--- config.mk ---
export PLATFORM = sky130hd
export DESIGN_NAME = per_sensor_exposure_regs
export DESIGN_NICKNAME = d
export VERILOG_FILES = /design/src/rtl/exposure_pkg.sv /design/src/rtl/sensor_reg_if.sv /design/src/rtl/per_sensor_exposure_regs.sv /design/src/rtl/sensor_field_reg.sv
export SDC_FILE = /design/constraint.sdc
export NUM_CORES = 1
export LEC_CHECK = 0
export ABC_CLOCK_PERIOD_IN_PS = 2100
export BUFFER_PORTS_ARGS = -buffer_cell sky130_fd_sc_hd__buf_2
export CORE_MARGIN = 5
export CORE_UTILIZATION = 30
export DETAILED_ROUTE_END_ITERATION = 6
export PLACE_DENSITY = 0.51
export SYNTH_ARGS = -nofsm -noshare
export SYNTH_HDL_FRONTEND = slang
export SYNTH_SLANG_ARGS = --single-unit
--- constraint.sdc ---
create_clock -name sys_clk -period 2.1 [get_ports sys_clk]
set_input_delay 0.315 -clock sys_clk [delete_from_list [all_inputs] [get_ports sys_clk]]
set_output_delay 0.315 -clock sys_clk [all_outputs]
set_load 0.01 [all_outputs]
--- src/rtl/exposure_pkg.sv ---
package exposure_pkg;

  // ----------------------------------------------------------------
  // Bus and bank geometry
  // ----------------------------------------------------------------
  localparam int unsigned DATA_W       = 32;               // Wishbone data width
  localparam int unsigned SEL_W        = DATA_W / 8;       // Byte lanes
  localparam int unsigned NUM_SENSORS  = 6;                // Sensor groups in the bank
  localparam int unsigned NUM_KINDS    = 3;                // Gain, shutter, auto exposure
  localparam int unsigned NUM_REGS     = NUM_SENSORS * NUM_KINDS + 2;  // Plus two global registers
  localparam int unsigned REG_IDX_W    = 5;                // Wide enough for NUM_REGS
  localparam int unsigned KIND_LSB     = 2;                // Register within group, offset bits
  localparam int unsigned KIND_W       = 3;
  localparam int unsigned SENSOR_LSB   = 5;                // Group stride of 20h
  localparam int unsigned SENSOR_W     = 3;

  // ----------------------------------------------------------------
  // Register offsets
  // ----------------------------------------------------------------
  localparam logic [31:0] OFS_BASE_POINTER   = 32'h0000_1E94;  // Read-only bank pointer
  localparam logic [31:0] OFS_GLOBAL_SHUTTER = 32'h0000_081C;  // Global shutter control
  localparam logic [31:0] OFS_GLOBAL_GAIN    = 32'h0000_0820;  // Global gain control
  localparam logic [31:0] DEF_BANK_BASE      = 32'h0000_2000;  // Default base of the sensor bank
  localparam logic [31:0] BANK_SPAN          = 32'h0000_00C0;  // Six groups of 20h
  localparam logic [KIND_W-1:0] KIND_GAIN    = 3'h0;           // Offset 00h in group
  localparam logic [KIND_W-1:0] KIND_SHUTTER = 3'h1;           // Offset 04h in group
  localparam logic [KIND_W-1:0] KIND_AUTOEXP = 3'h2;           // Offset 08h in group
  localparam logic [REG_IDX_W-1:0] IDX_GLOBAL_SHUTTER = 5'h12; // Slots after the sensor registers
  localparam logic [REG_IDX_W-1:0] IDX_GLOBAL_GAIN    = 5'h13;

  // ----------------------------------------------------------------
  // Field layout of every control register
  // ----------------------------------------------------------------
  localparam int unsigned PRESENT_BIT = 0;   // Feature present flag
  localparam int unsigned ENABLE_BIT  = 6;   // On/off
  localparam int unsigned MODE_BIT    = 7;   // 0 manual, 1 automatic
  localparam int unsigned VALUE_LSB   = 20;  // Value field 20..31
  localparam int unsigned VALUE_W     = 12;
  localparam int unsigned LOW_NIB_W   = 4;   // Value bits in byte lane 2
  localparam int unsigned HIGH_BYTE_W = 8;   // Value bits in byte lane 3
  localparam int unsigned LANE_CTL    = 0;   // Lane holding present, enable and mode
  localparam int unsigned LANE_VLO    = 2;
  localparam int unsigned LANE_VHI    = 3;

  // ----------------------------------------------------------------
  // Reset values
  // ----------------------------------------------------------------
  localparam logic                RST_GAIN_EN    = 1'b0;
  localparam logic                RST_SHUTTER_EN = 1'b0;
  localparam logic                RST_AUTOEXP_EN = 1'b1;  // Inverse of the two above
  localparam logic                RST_MODE       = 1'b0;
  localparam logic [VALUE_W-1:0]  RST_VALUE      = 12'h000;
  localparam logic [DATA_W-1:0]   READ_ZERO      = 32'h0000_0000;

  // ----------------------------------------------------------------
  // Bus state machine
  // ----------------------------------------------------------------
  typedef enum logic [1:0] {
    BUS_IDLE = 2'b01,  // Waiting for a request
    BUS_ACK  = 2'b10   // Answer on the bus this cycle
  } bus_state_t;

endpackage

--- src/rtl/sensor_reg_if.sv ---
`timescale 1ns/1ps
// Link between the bank decoder and one mode/value store
interface sensor_reg_if;
  import exposure_pkg::*;
  logic                 wrEn;    // One-cycle committed write to this register
  logic [DATA_W-1:0]    wrData;  // Write data of the bus
  logic [SEL_W-1:0]     wrSel;   // Byte enables of the bus
  logic                 enable;  // Current on/off state seen by this register
  logic                 mode;    // Stored mode bit
  logic [VALUE_W-1:0]   value;   // Stored value field

  modport ctl   (output wrEn, output wrData, output wrSel, output enable, input mode, input value);
  modport store (input wrEn, input wrData, input wrSel, input enable, output mode, output value);
endinterface

--- src/rtl/per_sensor_exposure_regs.sv ---
// Design decision made here: the Wishbone register port.
`timescale 1ns/1ps
// Operation
// Read-only pointer gives bank base offset
// Bit 0 reads feature present flag
// Gain enable bit shared by all sensors
// Gain enable is inverse of global gain
// Gain enable write sets autoexp inverse
// Disabled register ignores mode, value writes
// Bit 7 selects manual or automatic
// Gain value field, ignored in auto
// Shutter enable bit shared by all sensors
// Shutter enable is inverse of global shutter
// Shutter enable write sets autoexp inverse
// Autoexp enable bit shared by all sensors
// Autoexp write sets gain, shutter inverse
// Shutter value field, ignored in auto
// Autoexp value field, ignored in auto
// Six groups 20h apart, three registers
// Global register off freezes other fields
// Reserved bits read zero, ignore writes
// Empty bank offsets read zero, harmless
module per_sensor_exposure_regs #(
  parameter int unsigned ADDR_W    = 16,                          // Byte address width
  parameter logic [31:0] BANK_BASE = exposure_pkg::DEF_BANK_BASE, // Where the sensor bank sits
  parameter logic        PRESENT   = 1'b1                         // Feature present flag value
) (
  // Clock and reset
  input  wire logic                              sys_clk,
  input  wire logic                              rst_n,
  // Wishbone classic slave
  input  wire logic                              cyc_i,
  input  wire logic                              stb_i,
  input  wire logic                              we_i,
  input  wire logic [ADDR_W-1:0]                 adr_i,
  input  wire logic [exposure_pkg::DATA_W-1:0]   dat_i,
  input  wire logic [exposure_pkg::SEL_W-1:0]    sel_i,
  output      logic [exposure_pkg::DATA_W-1:0]   dat_o,
  output      logic                              ack_o,
  // Shared enables toward the exposure logic
  output      logic                              gainEnable,
  output      logic                              shutterEnable,
  output      logic                              autoExpEnable
);
  import exposure_pkg::*;

  // ----------------------------------------------------------------
  // Declarations
  // ----------------------------------------------------------------
  bus_state_t          busQ;          // Bus handshake state
  bus_state_t          busD;
  logic [DATA_W-1:0]   datQ;          // Registered read data
  logic [DATA_W-1:0]   datD;
  logic                gainEnQ;       // Shared per-sensor gain enable
  logic                gainEnD;
  logic                shutEnQ;       // Shared per-sensor shutter enable
  logic                shutEnD;
  logic                aeEnQ;         // Shared per-sensor autoexp enable
  logic                aeEnD;

  logic                request;       // Live request on the bus
  logic                wrFire;        // Write commits at this edge
  logic [31:0]         adrWide;       // Address widened to pointer width
  logic [31:0]         bankOfs;       // Offset within the bank
  logic                inBank;        // Address falls in the bank span
  logic [SENSOR_W-1:0] sensorIdx;     // Group number
  logic [KIND_W-1:0]   kindIdx;       // Register within group
  logic                hit;           // Address maps to a control register
  logic [REG_IDX_W-1:0] regIdx;       // Which control register
  logic                isPointer;     // Address is the bank pointer
  logic                ctlWrite;      // Committed write touching the enable lane
  logic                newBit;        // Written enable value

  logic [NUM_REGS-1:0] regEnable;     // Enable seen by each register
  logic [NUM_REGS-1:0] regMode;       // Mode bits gathered
  logic [VALUE_W-1:0]  regValue [NUM_REGS];  // Value fields gathered

  sensor_reg_if regIf [NUM_REGS] ();  // One link per store

  // ----------------------------------------------------------------
  // Read word layout
  // ----------------------------------------------------------------
  // Reserved ranges are built as zeros here, never stored
  function automatic logic [DATA_W-1:0] packWord(input logic en, input logic md,
                                                 input logic [VALUE_W-1:0] val);
    logic [DATA_W-1:0] w;
    w                        = READ_ZERO;
    w[PRESENT_BIT]           = PRESENT;
    w[ENABLE_BIT]            = en;
    w[MODE_BIT]              = md;
    w[VALUE_LSB +: VALUE_W]  = val;
    return w;
  endfunction

  // ----------------------------------------------------------------
  // Address decode
  // ----------------------------------------------------------------
  // Pure decode of the held request; the master keeps it stable
  always_comb begin
    adrWide   = {{(32-ADDR_W){1'b0}}, adr_i};
    bankOfs   = adrWide - BANK_BASE;
    inBank    = (adrWide >= BANK_BASE) && (bankOfs < BANK_SPAN);
    sensorIdx = bankOfs[SENSOR_LSB +: SENSOR_W];
    kindIdx   = bankOfs[KIND_LSB +: KIND_W];
    isPointer = (adrWide[31:KIND_LSB] == OFS_BASE_POINTER[31:KIND_LSB]);
    hit       = 1'b0;
    regIdx    = '0;
    if (inBank && (kindIdx < KIND_W'(NUM_KINDS))) begin
      hit    = 1'b1;
      regIdx = REG_IDX_W'({sensorIdx, 1'b0}) + REG_IDX_W'(sensorIdx) + REG_IDX_W'(kindIdx);
    end else if (adrWide[31:KIND_LSB] == OFS_GLOBAL_SHUTTER[31:KIND_LSB]) begin
      hit    = 1'b1;
      regIdx = IDX_GLOBAL_SHUTTER;
    end else if (adrWide[31:KIND_LSB] == OFS_GLOBAL_GAIN[31:KIND_LSB]) begin
      hit    = 1'b1;
      regIdx = IDX_GLOBAL_GAIN;
    end
  end

  // ----------------------------------------------------------------
  // Bus handshake, next state
  // ----------------------------------------------------------------
  // One wait state: data is sampled into datQ while ack rises, and
  // the write lands at the edge where the master sees ack
  always_comb begin
    request = cyc_i && stb_i;
    wrFire  = (busQ == BUS_ACK) && request && we_i;
    busD    = busQ;
    datD    = datQ;
    case (busQ)
      BUS_IDLE: begin
        if (request) begin
          busD = BUS_ACK;
          if (we_i) begin
            datD = READ_ZERO;
          end else if (isPointer) begin
            datD = BANK_BASE;
          end else if (hit) begin
            datD = packWord(regEnable[regIdx], regMode[regIdx], regValue[regIdx]);
          end else begin
            datD = READ_ZERO;
          end
        end
      end
      BUS_ACK: begin
        busD = BUS_IDLE;  // Ack lasts one cycle
      end
      default: begin
        busD = BUS_IDLE;
        datD = READ_ZERO;
      end
    endcase
  end

  // ----------------------------------------------------------------
  // Bus handshake, registers
  // ----------------------------------------------------------------
  always_ff @(posedge sys_clk or negedge rst_n) begin
    if (!rst_n) begin
      busQ <= BUS_IDLE;
      datQ <= READ_ZERO;
    end else begin
      busQ <= busD;
      datQ <= datD;
    end
  end

  assign ack_o = (busQ == BUS_ACK);
  assign dat_o = datQ;

  // ----------------------------------------------------------------
  // Shared enable flags, next state
  // ----------------------------------------------------------------
  // Only three bits exist; the global on/off bits are their inverses,
  // so the coupling can never drift out of step
  always_comb begin
    ctlWrite = wrFire && hit && sel_i[LANE_CTL];
    newBit   = dat_i[ENABLE_BIT];
    gainEnD  = gainEnQ;
    shutEnD  = shutEnQ;
    aeEnD    = aeEnQ;
    if (ctlWrite) begin
      if (regIdx == IDX_GLOBAL_GAIN) begin
        gainEnD = !newBit;
      end else if (regIdx == IDX_GLOBAL_SHUTTER) begin
        shutEnD = !newBit;
      end else begin
        case (kindIdx)
          KIND_GAIN: begin
            gainEnD = newBit;
            aeEnD   = !newBit;
          end
          KIND_SHUTTER: begin
            shutEnD = newBit;
            aeEnD   = !newBit;
          end
          KIND_AUTOEXP: begin
            aeEnD   = newBit;
            gainEnD = !newBit;
            shutEnD = !newBit;
          end
          default: begin
            aeEnD = aeEnQ;  // Not reachable while hit is set
          end
        endcase
      end
    end
  end

  // ----------------------------------------------------------------
  // Shared enable flags, registers
  // ----------------------------------------------------------------
  always_ff @(posedge sys_clk or negedge rst_n) begin
    if (!rst_n) begin
      gainEnQ <= RST_GAIN_EN;
      shutEnQ <= RST_SHUTTER_EN;
      aeEnQ   <= RST_AUTOEXP_EN;
    end else begin
      gainEnQ <= gainEnD;
      shutEnQ <= shutEnD;
      aeEnQ   <= aeEnD;
    end
  end

  assign gainEnable    = gainEnQ;
  assign shutterEnable = shutEnQ;
  assign autoExpEnable = aeEnQ;

  // ----------------------------------------------------------------
  // Mode and value stores
  // ----------------------------------------------------------------
  // Sensor registers take slots 0..17, globals the last two
  for (genvar i = 0; i < NUM_REGS; i++) begin : g_store
    if (i == IDX_GLOBAL_GAIN) begin : g_gg
      assign regEnable[i] = !gainEnQ;
    end else if (i == IDX_GLOBAL_SHUTTER) begin : g_gs
      assign regEnable[i] = !shutEnQ;
    end else if ((i % NUM_KINDS) == KIND_GAIN) begin : g_sg
      assign regEnable[i] = gainEnQ;
    end else if ((i % NUM_KINDS) == KIND_SHUTTER) begin : g_ss
      assign regEnable[i] = shutEnQ;
    end else begin : g_sa
      assign regEnable[i] = aeEnQ;
    end

    assign regIf[i].wrEn   = wrFire && hit && (regIdx == REG_IDX_W'(i));
    assign regIf[i].wrData = dat_i;
    assign regIf[i].wrSel  = sel_i;
    assign regIf[i].enable = regEnable[i];
    assign regMode[i]      = regIf[i].mode;
    assign regValue[i]     = regIf[i].value;

    sensor_field_reg u_store (
      .sys_clk (sys_clk),
      .rst_n   (rst_n),
      .port    (regIf[i])
    );
  end

endmodule // per_sensor_exposure_regs

--- src/rtl/sensor_field_reg.sv ---
`timescale 1ns/1ps
// Mode and value store of one control register
module sensor_field_reg (
  // Clock and reset
  input wire logic sys_clk,
  input wire logic rst_n,
  // Decoder side
  sensor_reg_if.store port
);
  import exposure_pkg::*;

  logic               modeQ;   // Manual/automatic
  logic               modeD;
  logic [VALUE_W-1:0] valueQ;  // Parameter value
  logic [VALUE_W-1:0] valueD;

  // ----------------------------------------------------------------
  // Next state
  // ----------------------------------------------------------------
  // Decisions use the state before the write, so one write that
  // turns auto off cannot also load a value
  always_comb begin
    modeD  = modeQ;
    valueD = valueQ;
    if (port.wrEn && port.enable) begin
      if (port.wrSel[LANE_CTL]) begin
        modeD = port.wrData[MODE_BIT];
      end
      if (!modeQ) begin
        if (port.wrSel[LANE_VLO]) begin
          valueD[LOW_NIB_W-1:0] = port.wrData[VALUE_LSB +: LOW_NIB_W];
        end
        if (port.wrSel[LANE_VHI]) begin
          valueD[VALUE_W-1:LOW_NIB_W] = port.wrData[VALUE_LSB+LOW_NIB_W +: HIGH_BYTE_W];
        end
      end
    end
  end

  // ----------------------------------------------------------------
  // Registers
  // ----------------------------------------------------------------
  always_ff @(posedge sys_clk or negedge rst_n) begin
    if (!rst_n) begin
      modeQ  <= RST_MODE;
      valueQ <= RST_VALUE;
    end else begin
      modeQ  <= modeD;
      valueQ <= valueD;
    end
  end

  assign port.mode  = modeQ;
  assign port.value = valueQ;

endmodule // sensor_field_reg

==> metrics.md <==
| Metric | Value |
|---|---|
| # rows | `79` |
| Logic pwr share | `8.6%` |
| Starting Density | `30.3%` |
| Critical path fanouts, max | `4` |
| Synth cell count leaders | `279 x dfrtp_1, 261 x mux2_2, 253 x nand2_1, 71 x clkbuf_1, 55 x nand3_1` |
| Power per cell area | `589 nW/um^2` |
| Layout Skew | `0.0128 ns` |
| Final Net Count | `1645` |
| Vias in the first global route | `11900` |
| Via count | `11500` |
| Slowest cell delay on critical path | `0.54 ns` |
| Ports | `93` |
| Worst rel slew slack | `48.7%` |
| Psw | `2.94 mW` |
| Hold Crit Depth | `3` |
| DRT iter0 DRCs | `783` |
| RSZ-0062 raised after global routing | `true` |
| Post-synth EDFFs | `0` |
| GRT Util Overall | `17.6%` |
| Critical path capture point type | `register` |
| Synth top area cells | `dfrtp_1 49%, mux2_2 21%, nand2_1 6.7%` |
| Fin. Hold Viols | `0` |
| CP max-delay cell | `fa_1` |
| P_leak | `9.26 nW` |
| Worst slew pin tran | `0.770 ns` |
| RR Startpoint | `busQ[1]$_DFFE_PN0N_` |
| Post-synth top area cell | `dfrtp_1` |
| Clk pin slew, worst setup/hold paths | `0.06 ns` |
| Final worst setup slack | `-0.644 ns` |
| WL/cell | `21.0 um` |
| First-pass GRT wire length | `71.6 mm` |
| Post-layout minimum cycle time | `2.74 ns` |
| Post-DP HPWL | `31.6 mm` |
| CTS tree | `done` |
| Clk root buf | `clkbuf_16` |
| Critical path cell sequence | `buf_8, fa_1, ha_2, inv_2, fa_2, xor2_4, nand2_2, nor3_4, nand4_1, buf_4, or3_4, mux2_2` |
| WP buf/inv | `3` |
| Avg Cell Area, Syn | `10.8 um^2` |
| Die height | `227 um` |
| Final period util | `131%` |
| Via density | `5.19` |
| Grt total ovfl | `0` |
| Status | `finished, violations left` |
| Worst Path Required | `2.57 ns` |
| Register area | `7030 um^2` |
| Worst setup path class | `in -> reg` |
| Share of layout cells above drive strength 1 | `52.5%` |
| Ys async rst share | `100%` |
| Path depth of the worst reg2reg path | `8` |
| Hold Path End | `busQ[0]$_DFFE_PN1N_` |
| Largest net degree at the start of global routing | `70` |
| 1st-pass router iterations | `5` |
| Total CTS buffers | `31` |
| Die width | `227 um` |
| Worst-skew pair later-pin latency | `0.59 ns` |
| Hold WC Path Type | `in -> reg` |
| Number of I/O port buffers | `57` |
| Clock Power Share | `46.5%` |
| Fillers | `4367` |
| Drt total wl | `46.5 mm` |
| CORE AREA | `46700 um^2` |
| Max Fclk | `0.364 GHz` |
| Crit path launch type | `primary input` |
| Post-synth top flop | `dfrtp_1` |
| Failing checks | `setup timing` |
| Final Max Slew Viols | `0` |
| Critical Path AT | `3.22 ns` |
| Clock sink count | `281` |
| Max Cap Violations | `0` |
| Top Family by Delay on Critical Path | `adder cells` |
| #FFs+latches synth | `281` |
| Multi-input logic area | `8530 um^2` |
| Area delta synth->final | `44.6%` |
| RD Place Congestion | `0.911` |
| Flop pwr share | `44.9%` |
| DRC errors left | `0` |
| Mapped Area | `14200 um^2` |
| Pre-CTS setup slack | `-1.41 ns` |
| ANT nets after route | `0` |
| Final Setup Violations | `277` |
| Die ar. | `51600 um^2` |
| R2R Setup Slk | `-0.14 ns` |
| Yosys Warn Count | `0` |
| Pwr Total | `12.1 mW` |
| Int Power | `9.13 mW` |
| Yosys top cell area share | `49.3%` |
| Peak supply drop | `0.605 mV` |
| Bufs on Longest Clock Path | `3` |
| Initial antenna violation count | `2` |
| Syn Inst Count | `1306` |
| Net Sw Frac | `24.4%` |
| Min-delay src | `stb_i` |
| Final hold slack | `0.0487 ns` |
| Seq/Total Area, Yosys | `49.7%` |
| Reg-to-reg endpoint | `g_store[4].u_store.port.value[1]$_DFFE_PN0P_` |
| Post-synth cell types | `67` |
| H-Tree Depth | `1` |
| Top-count cell post-synth | `dfrtp_1` |
| Sum Neg Setup Slack | `-143.45 ns` |
==> power by group through the flow <==
stage               Combinational (mW)  Sequential [mW]  Clock, mW
CTS                              0.969             5.42       5.77
global route                      1.11             5.41       6.01
global placement                 0.768             5.52          0
finish                            1.03             5.42       5.61
detailed placement               0.777             5.52          0
floorplan                        0.336             5.52          0
==> worst reg2reg max path, stage by stage (launching register included) <==
cell,delay (ns)
dfrtp_1,0.34
nor2b_1,0.17
and4_1,0.21
buf_4,0.16
buf_4,0.13
nand4_1,0.23
buf_4,0.25
or3_4,0.36
mux2_2,0.28
==> cell type report <==
type	count	share of cell area, %
timing repair buffer	329	14.9
antenna	1	0.0122
clock inverter	15	0.862
inverter	11	0.202
tap	607	3.71
sequential	281	34.4
multi-input combinational	925	41.7
clock buffer	42	4.28
==> repair_timing <==
item / 4_1_cts / 5_1_grt
gates cloned: 3 / 1
gates resized for setup: 268 / 148
hold buffers: 1 / 0
setup endpoints to repair: 277 / 277
endpoints found under the hold margin: 36 / 0
pin swaps: 83 / 71
buffers inserted: 50 / 33
==> layer usage <==
| layer | up-vias | GRT usage, % | wire [um] |
|---|---|---|---|
| li1 | 5207 | - | - |
| met4 | 2 | 4.67 | 1010 |
| met1 | 5942 | 25.3 | 21800 |
| met5 | - | 0 | 13 |
| met2 | 254 | 28.2 | 21500 |
| met3 | 62 | 2.59 | 2120 |
==> per-stage QoR <==
stage,instance area (um^2),utilization (%),cells
after detailed placement,17000,36.5,2084
after CTS,19600,42.0,2187
final,20500,43.9,2211
after global placement,17000,36.5,2084
after global routing,20500,43.9,2211
after floorplan,14700,-,1321
==> how the worst max path moves through the flow <==
stage / start / end / cells after the start
2_1_floorplan: adr_i[15] / g_store[1].u_store.port.value[10]$_DFFE_PN0P_ / 8
3_3_place_gp: adr_i[6] / g_store[10].u_store.port.value[3]$_DFFE_PN0P_ / 12
3_5_place_dp: adr_i[6] / g_store[10].u_store.port.value[1]$_DFFE_PN0P_ / 12
4_1_cts: adr_i[3] / g_store[2].u_store.port.value[11]$_DFFE_PN0P_ / 14
5_1_grt: adr_i[3] / g_store[17].u_store.port.value[2]$_DFFE_PN0P_ / 13
6_report: adr_i[3] / g_store[4].u_store.port.value[1]$_DFFE_PN0P_ / 12
==> placed cells by master, fill, tap and decap left out, drive strengths merged, types with 3 or more instances in the layout <==
master	count
nor4b	3
o31ai	3
clkbuf	43
or4	3
a31o	3
nor2b	3
inv	12
a21oi	19
or3	8
nor3	25
nand4	25
dfrtp	279
clkinvlp	3
fa	3
nor4	13
a22oi	16
and3	22
a32oi	16
nor2	47
ha	6
xnor2	3
clkinv	8
conb	16
buf	327
mux2	261
nand2	255
nand3	55
a211oi	4
bufinv	3
a2111oi	3
mux2i	28
o21ai	21
a31oi	31
==> state kept, by name, indices dropped and copies added, names as in the netlist <==
register	cells
dat_o	16
gainEnable	1
shutterEnable	1
g_store.u_store.port.mode	20
autoExpEnable	1
g_store.u_store.port.value	240
busQ	2
==> cell families after synthesis <==
| group | synth area share, % |
|---|---|
| XOR/XNOR | 0.309 |
| multiplexers | 22.7 |
| other | 0.0265 |
| adder cells (fa/ha/maj) | 0.955 |
| flip-flops | 49.7 |
| AO/OA/AOI/OAI | 6.66 |
| AND/OR/NAND/NOR | 16.1 |
| buffers and inverters | 3.56 |
(Power assumes the default switching activity.)
